File: src/dma_irq_pkg.sv
// Constants shared by the DMA channel interrupt enable bank
package dma_irq_pkg;
   // ****************************************************************
   // Register offsets
   // ****************************************************************
   localparam int unsigned ADDR_W = 12;
   localparam logic [11:0] CH1_OPERATION_OFS = 12'hD00;
   localparam logic [11:0] CH1_CONTROL_OFS = 12'hD04;
   localparam logic [11:0] CH2_OPERATION_OFS = 12'hE00;
   localparam logic [11:0] CH2_CONTROL_OFS = 12'hE04;
   localparam int unsigned MAX_CHANNELS = 2;

   // ****************************************************************
   // Field positions and byte lanes
   // ****************************************************************
   localparam int unsigned DMA_IE_SET_BIT = 31;
   localparam int unsigned DMA_IE_CLR_BIT = 30;
   localparam int unsigned DONE_IE_SET_BIT = 25;
   localparam int unsigned DONE_IE_CLR_BIT = 24;
   localparam int unsigned RUN_ENABLE_BIT = 14;
   localparam int unsigned FLAG_CLEAR_BIT = 7;
   localparam int unsigned ENABLE_LANE = 3;
   localparam int unsigned RUN_LANE = 1;
   localparam int unsigned FLAG_LANE = 0;

   // ****************************************************************
   // Values after hard reset
   // ****************************************************************
   localparam logic RESET_DMA_IE = 1'h0;
   localparam logic RESET_DONE_IE = 1'h0;
   localparam logic RESET_RUN_ENABLE = 1'h0;
   localparam logic RESET_DONE_FLAG = 1'h0;
   localparam logic [31:0] RESET_READ_DATA = 32'h0000_0000;
endpackage : dma_irq_pkg

File: src/chan_ctrl_if.sv
// Carrier between the register decode and one channel's enable state
`timescale 1ns/10ps
interface chan_ctrl_if;
   logic wr_enable_lane;
   logic wr_run_lane;
   logic [31:0] wdata;
   logic flag_clear_wr;
   logic op_start;
   logic done_event;
   logic dma_ie;
   logic done_ie;
   logic run_enable;
   logic done_flag;
   logic irq_req;

   modport ctrl (
      output wr_enable_lane, wr_run_lane, wdata, flag_clear_wr,
      output op_start, done_event,
      input dma_ie, done_ie, run_enable, done_flag, irq_req
   );
   modport chan (
      input wr_enable_lane, wr_run_lane, wdata, flag_clear_wr,
      input op_start, done_event,
      output dma_ie, done_ie, run_enable, done_flag, irq_req
   );
endinterface : chan_ctrl_if

File: src/dma_chan_enable.sv
// One channel: interrupt enables, run-enable bit and completion flag
`timescale 1ns/10ps
module dma_chan_enable (
   // Clock and synchronised hard reset
   input wire logic clock,
   input wire logic rst_n,
   // Decode side
   chan_ctrl_if.chan cif
);
   // ****************************************************************
   // Enable state
   // ****************************************************************
   logic dma_ie_reg;
   logic done_ie_reg;
   logic run_enable_reg;
   logic done_flag_reg;

   // Set beats clear when software writes both ones at once
   always_ff @(posedge clock or negedge rst_n) begin
      if (!rst_n) begin
         dma_ie_reg <= dma_irq_pkg::RESET_DMA_IE;
      end else if (cif.wr_enable_lane &&
                   cif.wdata[dma_irq_pkg::DMA_IE_SET_BIT]) begin
         dma_ie_reg <= 1'h1;
      end else if (cif.wr_enable_lane &&
                   cif.wdata[dma_irq_pkg::DMA_IE_CLR_BIT]) begin
         dma_ie_reg <= 1'h0;
      end
   end

   always_ff @(posedge clock or negedge rst_n) begin
      if (!rst_n) begin
         done_ie_reg <= dma_irq_pkg::RESET_DONE_IE;
      end else if (cif.wr_enable_lane &&
                   cif.wdata[dma_irq_pkg::DONE_IE_SET_BIT]) begin
         done_ie_reg <= 1'h1;
      end else if (cif.wr_enable_lane &&
                   cif.wdata[dma_irq_pkg::DONE_IE_CLR_BIT]) begin
         done_ie_reg <= 1'h0;
      end
   end

   // Bit 14 is plain storage that software must raise before use
   always_ff @(posedge clock or negedge rst_n) begin
      if (!rst_n) begin
         run_enable_reg <= dma_irq_pkg::RESET_RUN_ENABLE;
      end else if (cif.wr_run_lane) begin
         run_enable_reg <= cif.wdata[dma_irq_pkg::RUN_ENABLE_BIT];
      end
   end

   // A completion arriving with a clear is kept
   always_ff @(posedge clock or negedge rst_n) begin
      if (!rst_n) begin
         done_flag_reg <= dma_irq_pkg::RESET_DONE_FLAG;
      end else if (cif.done_event) begin
         done_flag_reg <= 1'h1;
      end else if (cif.flag_clear_wr || cif.op_start) begin
         done_flag_reg <= 1'h0;
      end
   end

   assign cif.dma_ie = dma_ie_reg;
   assign cif.done_ie = done_ie_reg;
   assign cif.run_enable = run_enable_reg;
   assign cif.done_flag = done_flag_reg;
   assign cif.irq_req = dma_ie_reg & done_ie_reg & done_flag_reg;
endmodule : dma_chan_enable

File: src/dma_irq_enable_ctrl.sv
// Per-channel interrupt enable bank of a two-channel DMA engine
`timescale 1ns/10ps
// Functional notes
// - Writing one to bit 31 lets the channel drive the shared interrupt.
// - Writing one to bit 30 stops the channel driving the interrupt.
// - Read bit 31 shows interrupt enable, bit 30 its complement.
// - Writing one to bit 25 enables interrupt on channel completion.
// - Writing one to bit 24 disables interrupt on channel completion.
// - Read bit 25 shows completion enable, bit 24 its complement.
// - Writing zero to any set or clear bit changes nothing.
// - Hard reset clears both enables; soft reset leaves them alone.
// - One interrupt output shared by both channels per their enables.
// - Bit 14 cleared by hard reset, kept by soft; software sets it.
// - Software writes zero to reserved bits; reads there are undefined.
// - Completion flag clears on done-clear write or new operation start.
module dma_irq_enable_ctrl #(
   parameter int unsigned CHANNELS = dma_irq_pkg::MAX_CHANNELS
) (
   // Clock and hard reset
   input wire logic clock,
   input wire logic resetn,
   // Soft reset from the engine; enables ignore it by design
   input wire logic soft_reset,
   // Register port at the documented offsets
   input wire logic reg_select,
   input wire logic reg_write,
   input wire logic [dma_irq_pkg::ADDR_W-1:0] reg_addr,
   input wire logic [3:0] reg_byte_en,
   input wire logic [31:0] reg_wdata,
   output logic [31:0] reg_rdata,
   output logic reg_ack,
   // Transfer engine
   input wire logic [CHANNELS-1:0] op_start,
   input wire logic [CHANNELS-1:0] done_event,
   output logic [CHANNELS-1:0] done_flag,
   output logic [CHANNELS-1:0] run_enable,
   // Shared DMA interrupt
   output logic dma_irq
);
   // ****************************************************************
   // Parameter check
   // ****************************************************************
   if (CHANNELS < 1 || CHANNELS > dma_irq_pkg::MAX_CHANNELS) begin : g_bad
      $error("CHANNELS must be 1 or 2");
   end

   // ****************************************************************
   // Decode helpers
   // ****************************************************************
   function automatic logic [11:0] control_ofs(input int unsigned ch);
      control_ofs = (ch == 0) ? dma_irq_pkg::CH1_CONTROL_OFS
                              : dma_irq_pkg::CH2_CONTROL_OFS;
   endfunction : control_ofs

   function automatic logic [11:0] operation_ofs(input int unsigned ch);
      operation_ofs = (ch == 0) ? dma_irq_pkg::CH1_OPERATION_OFS
                                : dma_irq_pkg::CH2_OPERATION_OFS;
   endfunction : operation_ofs

   // Reserved positions read as zero; software must not rely on it
   function automatic logic [31:0] control_word(input logic dma_ie,
                                                input logic done_ie,
                                                input logic run);
      logic [31:0] w;
      w = 32'h0000_0000;
      w[dma_irq_pkg::DMA_IE_SET_BIT] = dma_ie;
      w[dma_irq_pkg::DMA_IE_CLR_BIT] = ~dma_ie;
      w[dma_irq_pkg::DONE_IE_SET_BIT] = done_ie;
      w[dma_irq_pkg::DONE_IE_CLR_BIT] = ~done_ie;
      w[dma_irq_pkg::RUN_ENABLE_BIT] = run;
      control_word = w;
   endfunction : control_word

   // ****************************************************************
   // Reset release
   // ****************************************************************
   logic rst_meta_reg;
   logic rst_n;

   always_ff @(posedge clock or negedge resetn) begin
      if (!resetn) begin
         rst_meta_reg <= 1'h0;
         rst_n <= 1'h0;
      end else begin
         rst_meta_reg <= 1'h1;
         rst_n <= rst_meta_reg;
      end
   end

   // ****************************************************************
   // Channels
   // ****************************************************************
   chan_ctrl_if cif [CHANNELS] ();
   logic [CHANNELS-1:0] irq_req;
   logic [CHANNELS-1:0] ch_dma_ie;
   logic [CHANNELS-1:0] ch_done_ie;
   logic [CHANNELS-1:0] ch_run;
   logic [CHANNELS-1:0] ch_flag;
   logic [CHANNELS-1:0] hit_control;
   logic write_cycle;

   assign write_cycle = reg_select && reg_write;

   for (genvar c = 0; c < CHANNELS; c++) begin : g_ch
      // Each lane steers only the fields it carries
      assign hit_control[c] = (reg_addr == control_ofs(c));
      assign cif[c].wr_enable_lane = write_cycle && hit_control[c] &&
         reg_byte_en[dma_irq_pkg::ENABLE_LANE];
      assign cif[c].wr_run_lane = write_cycle && hit_control[c] &&
         reg_byte_en[dma_irq_pkg::RUN_LANE];
      assign cif[c].wdata = reg_wdata;
      assign cif[c].flag_clear_wr = write_cycle &&
         (reg_addr == operation_ofs(c)) &&
         reg_byte_en[dma_irq_pkg::FLAG_LANE] &&
         reg_wdata[dma_irq_pkg::FLAG_CLEAR_BIT];
      assign cif[c].op_start = op_start[c];
      assign cif[c].done_event = done_event[c];
      assign irq_req[c] = cif[c].irq_req;
      assign ch_dma_ie[c] = cif[c].dma_ie;
      assign ch_done_ie[c] = cif[c].done_ie;
      assign ch_run[c] = cif[c].run_enable;
      assign ch_flag[c] = cif[c].done_flag;

      dma_chan_enable u_chan (
         .clock (clock),
         .rst_n (rst_n),
         .cif (cif[c])
      );
   end

   assign done_flag = ch_flag;
   assign run_enable = ch_run;

   // ****************************************************************
   // Shared interrupt
   // ****************************************************************
   // Registered so the pin never glitches while flags and enables move
   logic irq_reg;

   always_ff @(posedge clock or negedge rst_n) begin
      if (!rst_n) begin
         irq_reg <= 1'h0;
      end else begin
         irq_reg <= |irq_req;
      end
   end

   assign dma_irq = irq_reg;

   // ****************************************************************
   // Read path
   // ****************************************************************
   logic [31:0] rdata_reg;
   logic [31:0] rdata_next;
   logic ack_reg;

   always_comb begin
      rdata_next = dma_irq_pkg::RESET_READ_DATA;
      for (int unsigned c = 0; c < CHANNELS; c++) begin
         if (hit_control[c]) begin
            rdata_next = control_word(ch_dma_ie[c], ch_done_ie[c],
                                      ch_run[c]);
         end
      end
   end

   // Every access is answered in the next cycle, mapped or not
   always_ff @(posedge clock or negedge rst_n) begin
      if (!rst_n) begin
         ack_reg <= 1'h0;
      end else begin
         ack_reg <= reg_select;
      end
   end

   always_ff @(posedge clock or negedge rst_n) begin
      if (!rst_n) begin
         rdata_reg <= dma_irq_pkg::RESET_READ_DATA;
      end else if (reg_select && !reg_write) begin
         rdata_reg <= rdata_next;
      end
   end

   assign reg_rdata = rdata_reg;
   assign reg_ack = ack_reg;
endmodule : dma_irq_enable_ctrl

File: config.mk
export PLATFORM = sky130hd
export DESIGN_NAME = dma_irq_enable_ctrl
export DESIGN_NICKNAME = d
export VERILOG_FILES = /design/src/dma_irq_pkg.sv /design/src/chan_ctrl_if.sv /design/src/dma_chan_enable.sv /design/src/dma_irq_enable_ctrl.sv
export SDC_FILE = /design/constraint.sdc
export NUM_CORES = 1
export LEC_CHECK = 0
export ABC_CLOCK_PERIOD_IN_PS = 800
export BUFFER_PORTS_ARGS = -buffer_cell sky130_fd_sc_hd__buf_2
export CORE_AREA = 2 2 60 62
export DETAILED_ROUTE_END_ITERATION = 10
export DIE_AREA = 0 0 62 64
export GPL_ROUTABILITY_DRIVEN = 0
export PLACE_DENSITY = 0.73
export SLEW_MARGIN = 40
export SYNTH_ARGS = -nofsm -noshare
export SYNTH_HDL_FRONTEND = slang
export SYNTH_SLANG_ARGS = --single-unit
export TNS_END_PERCENT = 50
File: constraint.sdc
create_clock -name clock -period 0.8 [get_ports clock]
set_input_delay 0.08 -clock clock [delete_from_list [all_inputs] [get_ports clock]]
set_output_delay 0.08 -clock clock [all_outputs]
set_load 0.005 [all_outputs]
==> impl_metrics.json, run 1 <==
{
  "initial_core_util": 0.320,
  "wirelength_um": 2060,
  "dp_hpwl_um": 1720,
  "synth_area_leaders": "dfrtp_1, buf_4, o31a_1, nand2_1, a21o_1",
  "grt_pass1_wl_um": 3390,
  "cp-start-kind": "input port",
  "cts_buffers": 3,
  "wl_per_cell_um": 9.88,
  "p_leak_uw": 0.000724,
  "setup_ws_ns": -0.152,
  "cp.arrival_ns": 1.13,
  "synthCells": 109,
  "ir_drop_uv": 401,
  "ys_seq_area_frac": 0.405,
  "h-tree-depth": 1,
  "total_power_uw": 1570,
  "crit_chain": "buf_6 -> nor4_4 -> and4_1 -> nand2_1 -> mux2_4",
  "drtPass1Iterations": 4,
  "cts_root_buf": "clkbuf_4",
  "avgSynthCellArea_um2": 9.64,
  "yosys_warnings": 0,
  "largest_register_ffs": 5,
  "cts.sinks": 17,
  "ys_types": 28,
  "die_x_um": 62,
  "synth-seq-cells": 17,
  "fin_crit_ns": 0.952,
  "areaGrowthSynthToFinish_pct": 27.9,
  "dieArea_um2": 3970,
  "synth_top_cell_by_area": "dfrtp_1",
  "path_max_fanout": 3,
  "cap_viol_max_count": 0,
  "die_y_um": 64,
  "via_count": 862,
  "port_buffers": 39,
  "grt_max_degree": 16,
  "synth.top_cell.area_share": 0.405,
  "setup_viol": 24,
  "hold_viol": 0,
  "hold_path.class": "in -> reg",
  "std_cell_rows": 21,
  "clk_latency_ns": 0.29,
  "gr-usage-all-layers": 0.112,
  "critPathMaxStageDelay_ns": 0.32,
  "ant_nets": 0,
  "nets": 220,
  "critPathBufInv": 1,
  "worstSetupPathType": "in -> reg",
  "gr-total-overflow": 0,
  "cts_buffer_depth": 2,
  "layout_commonest_cell": "buf_2",
  "p_per_area_nw_per_um2": 1170,
  "drc": 0,
  "antenna_found_initial": 0,
  "fillCellCount": 342,
  "drt_iter0_markers": 5,
  "crit_family": "simple AND/OR/NAND/NOR gates",
  "slew_violations": 0,
  "rsz0062_at_grt": "yes",
  "cp_slowest_cell": "nor4_4",
  "grt_pass1_vias": 795,
  "outcome": "complete, but fails checks",
  "violations": "setup timing",
  "cts_tree": "yes",
  "syn-cell-area_um2": 1050,
  "final_cell_mix": "buf_2, conb_1, dfrtp_1",
  "fmax_ghz": 1.05,
  "drt-vias-per-instance": 4.14,
  "end_kind": "flip-flop",
  "core-area_um2": 3280,
  "path_clk_slew_ns": 0.10,
  "required_ns": 0.98,
  "finalSetupTns_ns": -1.84,
  "io-pin-count": 95,
  "antennaDiodeCount": 0,
  "drive_above_1_share": 0.401,
  "final.setup_skew_ns": 0.00900,
  "finalCritPeriodShare": 1.19
}
[metal layers]
| metal | global-route usage | wire length, um | up-vias | part of all wire |
|---|---|---|---|---|
| li1 | - | - | 428 | - |
| met1 | 0.126 | 757 | 398 | 0.37 |
| met2 | 0.201 | 1150 | 34 | 0.56 |
| met3 | 0.00810 | 117 | 2 | 0.057 |
| met4 | 0.0559 | 33 | 0 | 0.016 |
| met5 | 0 | 0 | - | 0 |
[cell type report]
cell class / instances / area, um2 / share of cell area
repair buffers: 54 / 323 / 0.240
flip-flops and latches: 17 / 425 / 0.317
inverters: 2 / 7.51 / 0.00559
clock buffers: 4 / 26.3 / 0.0196
multi-input cells: 85 / 504 / 0.375
well taps: 46 / 57.6 / 0.0428
[through the flow]
stage	hold WS [ns]	cell area, um2	utilization	setup WS (ns)	std cells
2_1_floorplan	-0.216	1150	-	-0.326	135
3_3_place_gp	-0.135	1260	0.383	-0.497	201
3_5_place_dp	-0.134	1260	0.383	-0.522	201
4_1_cts	0.0101	1330	0.406	-0.161	208
5_1_grt	0.0133	1340	0.409	-0.226	208
6_report	0.0144	1340	0.409	-0.152	208
[cells in the mapped netlist (all sizes together)]
cell type / count
a21o: 4
a21oi: 2
a22oi: 3
and2: 2
and3: 1
and4: 1
and4b: 1
buf: 31
conb: 2
dfrtp: 17
inv: 2
mux2: 2
nand2: 9
nand2b: 1
nand3: 5
nand4: 2
nand4b: 2
nor2: 4
nor3: 3
nor3b: 2
nor4: 1
o21ai: 5
o22a: 2
o31a: 4
or2: 1
[repair_timing]
item / CTS / global route
endpoints found under the hold margin: 2 / 0
hold buffers: 1 / 0
resized for setup: 10 / 3
pin swaps: 8 / 3
setup endpoints to repair: 24 / 25
buffers inserted: 2 / 0
[worst reg2reg max path, stage by stage, from the launching register on]
cell and delay (ns):
dfrtp_1 0.39, buf_4 0.13, a22oi_1 0.19, o21ai_2 0.08
[worst paths after layout]
check / from / endpoint / slack (ns) / cells past startpoint
max reg2reg: g_ch[0].u_chan.cif.run_enable / reg_rdata[14] / -0.10 / 3
max: reg_addr[3] / g_ch[0].u_chan.cif.run_enable / -0.15 / 5
min: reg_wdata[25] / g_ch[1].u_chan.cif.done_ie / 0.01 / 2
max in group asynchronous: rst_n / dma_irq / 0.44 / 1
min reg2reg: rst_n / reg_ack / 0.18 / 1
min in group asynchronous: resetn / rst_n / 0.10 / 2
[cells by family after synthesis]
family | share of synthesized area
multiplexers | 0.0214
buffers and inverters | 0.229
AND/OR/NAND/NOR | 0.205
AO/OA/AOI/OAI | 0.133
flip-flops | 0.405
other | 0.00715
[power breakdown]
part	switching (uW)	internal, uW
clock network	255	193
registers	6.87	873
logic	126	117
(Power assumes the default switching activity.)
==> run 2: changes to the inputs <==
--- a/config.mk
+++ b/config.mk
@@ -5,11 +5,13 @@
 export SDC_FILE = /design/constraint.sdc
 export NUM_CORES = 1
 export LEC_CHECK = 0
+export ABC_AREA = 1
 export ABC_CLOCK_PERIOD_IN_PS = 800
 export BUFFER_PORTS_ARGS = -buffer_cell sky130_fd_sc_hd__buf_2
-export CORE_AREA = 2 2 60 62
+export CORE_AREA = 2 2 62 64
+export CTS_BUF_LIST = sky130_fd_sc_hd__clkbuf_8
 export DETAILED_ROUTE_END_ITERATION = 10
-export DIE_AREA = 0 0 62 64
+export DIE_AREA = 0 0 64 66
 export GPL_ROUTABILITY_DRIVEN = 0
 export PLACE_DENSITY = 0.73
 export SLEW_MARGIN = 40
==> run 2 against run 1 <==
Compared with the run above: largest cell class unchanged; area after synthesis up 12%; die area rose by 6.5%; sequential power about the same; critical path type is now reg -> out; combinational power increased by 23%; core utilization up 3.1 points; the run still ends with setup timing left; cell count grew 22%; clock skew hardly changed.
==> impl_metrics.json, run 2 <==
{
  "violations": "setup timing",
  "syn-cell-area_um2": 1180,
  "p_sw_frac": 0.248,
  "p_clk_frac": 0.345,
  "cap_viol_max_count": 0,
  "p_per_area_nw_per_um2": 1150,
  "grt_max_degree": 16,
  "power_frac_comb": 0.165,
  "fin_crit_ns": 0.853,
  "drc": 0,
  "hold_start": "done_event[1]",
  "worstHoldPathCells": 3,
  "yosys-top-cells-count": "nand2_1, buf_4, inv_1, dfrtp_1",
  "pwr-share-seq": 0.489,
  "whs_ns": 0.00722,
  "synth_top_cell_by_area": "dfrtp_1",
  "drtPass1Iterations": 4,
  "synthMostInstantiatedCell": "nand2_1",
  "cts_buffers": 3,
  "r2r-end": "reg_rdata[14]",
  "crit_chain": "buf_2",
  "finalCritPeriodShare": 1.07,
  "synthCells": 155,
  "rsz0062_at_grt": "yes",
  "areaGrowthSynthToFinish_pct": 32.6,
  "synth-seq-cells": 17,
  "via_count": 1001,
  "r2r-start": "g_ch[1].u_chan.cif.run_enable",
  "cts_buffer_depth": 2,
  "wl_per_cell_um": 8.72,
  "r2r_cells": 5,
  "synth_edf_count": 0,
  "drive_above_1_share": 0.403,
  "layout_commonest_cell": "nand2_1",
  "ys_seq_area_frac": 0.361,
  "synth_area_leaders": "dfrtp_1, buf_4, nand2_1, inv_1, nor2_8",
  "dp_slack_ns": -0.247,
  "worstSetupPathType": "reg -> out",
  "drt-vias-per-instance": 3.94,
  "outcome": "complete, but fails checks",
  "clk_latency_ns": 0.25,
  "h-tree-depth": 1,
  "slew_violations": 0,
  "cts.sinks": 17,
  "ir_drop_uv": 467,
  "cts_tree": "yes",
  "critPathMaxStageDelay_ns": 0.39,
  "dp_hpwl_um": 1700,
  "port_buffers": 39,
  "path_max_fanout": 3,
  "io-pin-count": 95,
  "initial_core_util": 0.332,
  "drt_iter0_markers": 31,
  "cp_slowest_cell": "dfrtp_1",
  "worst-path-stages": 1,
  "instances_no_fill": 254,
  "synth.top_cell.area_share": 0.361,
  "stdcell_area_um2": 1560,
  "cp.arrival_ns": 0.77,
  "p_leak_uw": 0.000950,
  "ys_types": 20,
  "antennaDiodeCount": 0,
  "rrSetupSlack_ns": -0.02,
  "p_switching_uw": 447,
  "core-area_um2": 3550,
  "final_cell_mix": "nand2_1, buf_2, conb_1",
  "end_kind": "primary output",
  "die_x_um": 64,
  "final.setup_skew_ns": 0.00852,
  "yosys_warnings": 0,
  "post_dp_cell_area_um2": 1370,
  "dieArea_um2": 4220,
  "nets": 264,
  "setup_viol": 12,
  "die_y_um": 66,
  "crit_family": "flip-flops",
  "fillCellCount": 380,
  "holdPathEnd": "g_ch[1].u_chan.cif.done_flag",
  "antenna_found_initial": 0,
  "cp-start-kind": "flip-flop",
  "setup_ws_ns": -0.0533,
  "hold_viol": 0,
  "grt_pass1_wl_um": 3390,
  "gr-total-overflow": 0,
  "required_ns": 0.72,
  "dp_cells": 241,
  "fmax_ghz": 1.17,
  "wirelength_um": 2220,
  "synth_ff_type": "dfrtp_1",
  "critPathBufInv": 1,
  "grt_pass1_vias": 883,
  "std_cell_rows": 22,
  "ant_nets": 0,
  "internal_power_uw": 1350,
  "cts_root_buf": "clkbuf_8",
  "hold_path.class": "in -> reg",
  "path_clk_slew_ns": 0.07,
  "ys_async_sr_fraction": 1.00,
  "largest_register_ffs": 5,
  "avgSynthCellArea_um2": 7.60,
  "gr-usage-all-layers": 0.102
}
-- run 2: cell count changes in the layout (fill, tap and decap cells not counted), sizes merged, moves of 3 or more --
cell	before	now
inv	2	22
o31a	4	0
a22oi	3	0
nand2	9	52
nand4	2	6
nand3	5	9
a21o	4	0
nor2	4	9
-- run 2: layer usage --
metal,up-vias,part of all wire,global-route usage
li1,514,-,-
met1,440,0.40,0.113
met2,43,0.51,0.189
met3,4,0.074,0.0170
met4,0,0.015,0.0489
met5,-,0,0
-- run 2: timing repair --
| action | 4_1_cts | 5_1_grt |
|---|---|---|
| hold buffers | 1 | 0 |
| endpoints found under the setup margin | 11 | 23 |
| setup buffers | 4 | 3 |
| pin swaps | 0 | 19 |
| resized for setup | 0 | 19 |
| hold endpoints to repair | 2 | 0 |
| gates cloned | 0 | 1 |
-- run 2: area by class of cell --
cell class	instances	area (um2)	share of cell area
well taps	48	60.1	0.0384
repair buffers	52	340	0.218
multi-input cells	111	578	0.370
clock inverters	1	5.00	0.00320
clock buffers	3	41.3	0.0264
flip-flops and latches	17	425	0.272
inverters	22	113	0.0721
-- run 2: cell families after synthesis --
| group | share of synthesized area |
|---|---|
| other cells | 0.00637 |
| buf+inv | 0.271 |
| compound gates | 0.0127 |
| flops | 0.361 |
| simple gates | 0.349 |
-- run 2: per-stage QoR --
step	TNS (ns)	power, uW	util
floorplan	-0.0274	1130	-
global placement	-2.59	1150	0.387
detailed placement	-2.79	1160	0.387
CTS	-0.402	1800	0.411
global route	-1.00	1920	0.440
finish	-0.330	1800	0.440
-- run 2: power by group through the flow --
stage	clock, uW	sequential, uW	combinational (uW)
3_3_place_gp	0	898	253
5_1_grt	700	882	334
4_1_cts	647	880	272
6_report	621	880	298
3_5_place_dp	0	898	257
2_1_floorplan	0	907	225
-- run 2: worst max-delay path by stage --
stage / from / slack, ns / to
final: g_ch[1].u_chan.cif.done_flag / -0.05 / done_flag[1]
after global routing: g_ch[1].u_chan.cif.done_flag / -0.10 / done_flag[1]
after floorplan: reg_addr[5] / -0.02 / g_ch[1].u_chan.cif.done_ie
after detailed placement: reg_addr[5] / -0.25 / g_ch[1].u_chan.cif.done_ie
after global placement: reg_addr[5] / -0.23 / g_ch[1].u_chan.cif.done_ie
after CTS: g_ch[1].u_chan.cif.done_flag / -0.06 / done_flag[1]
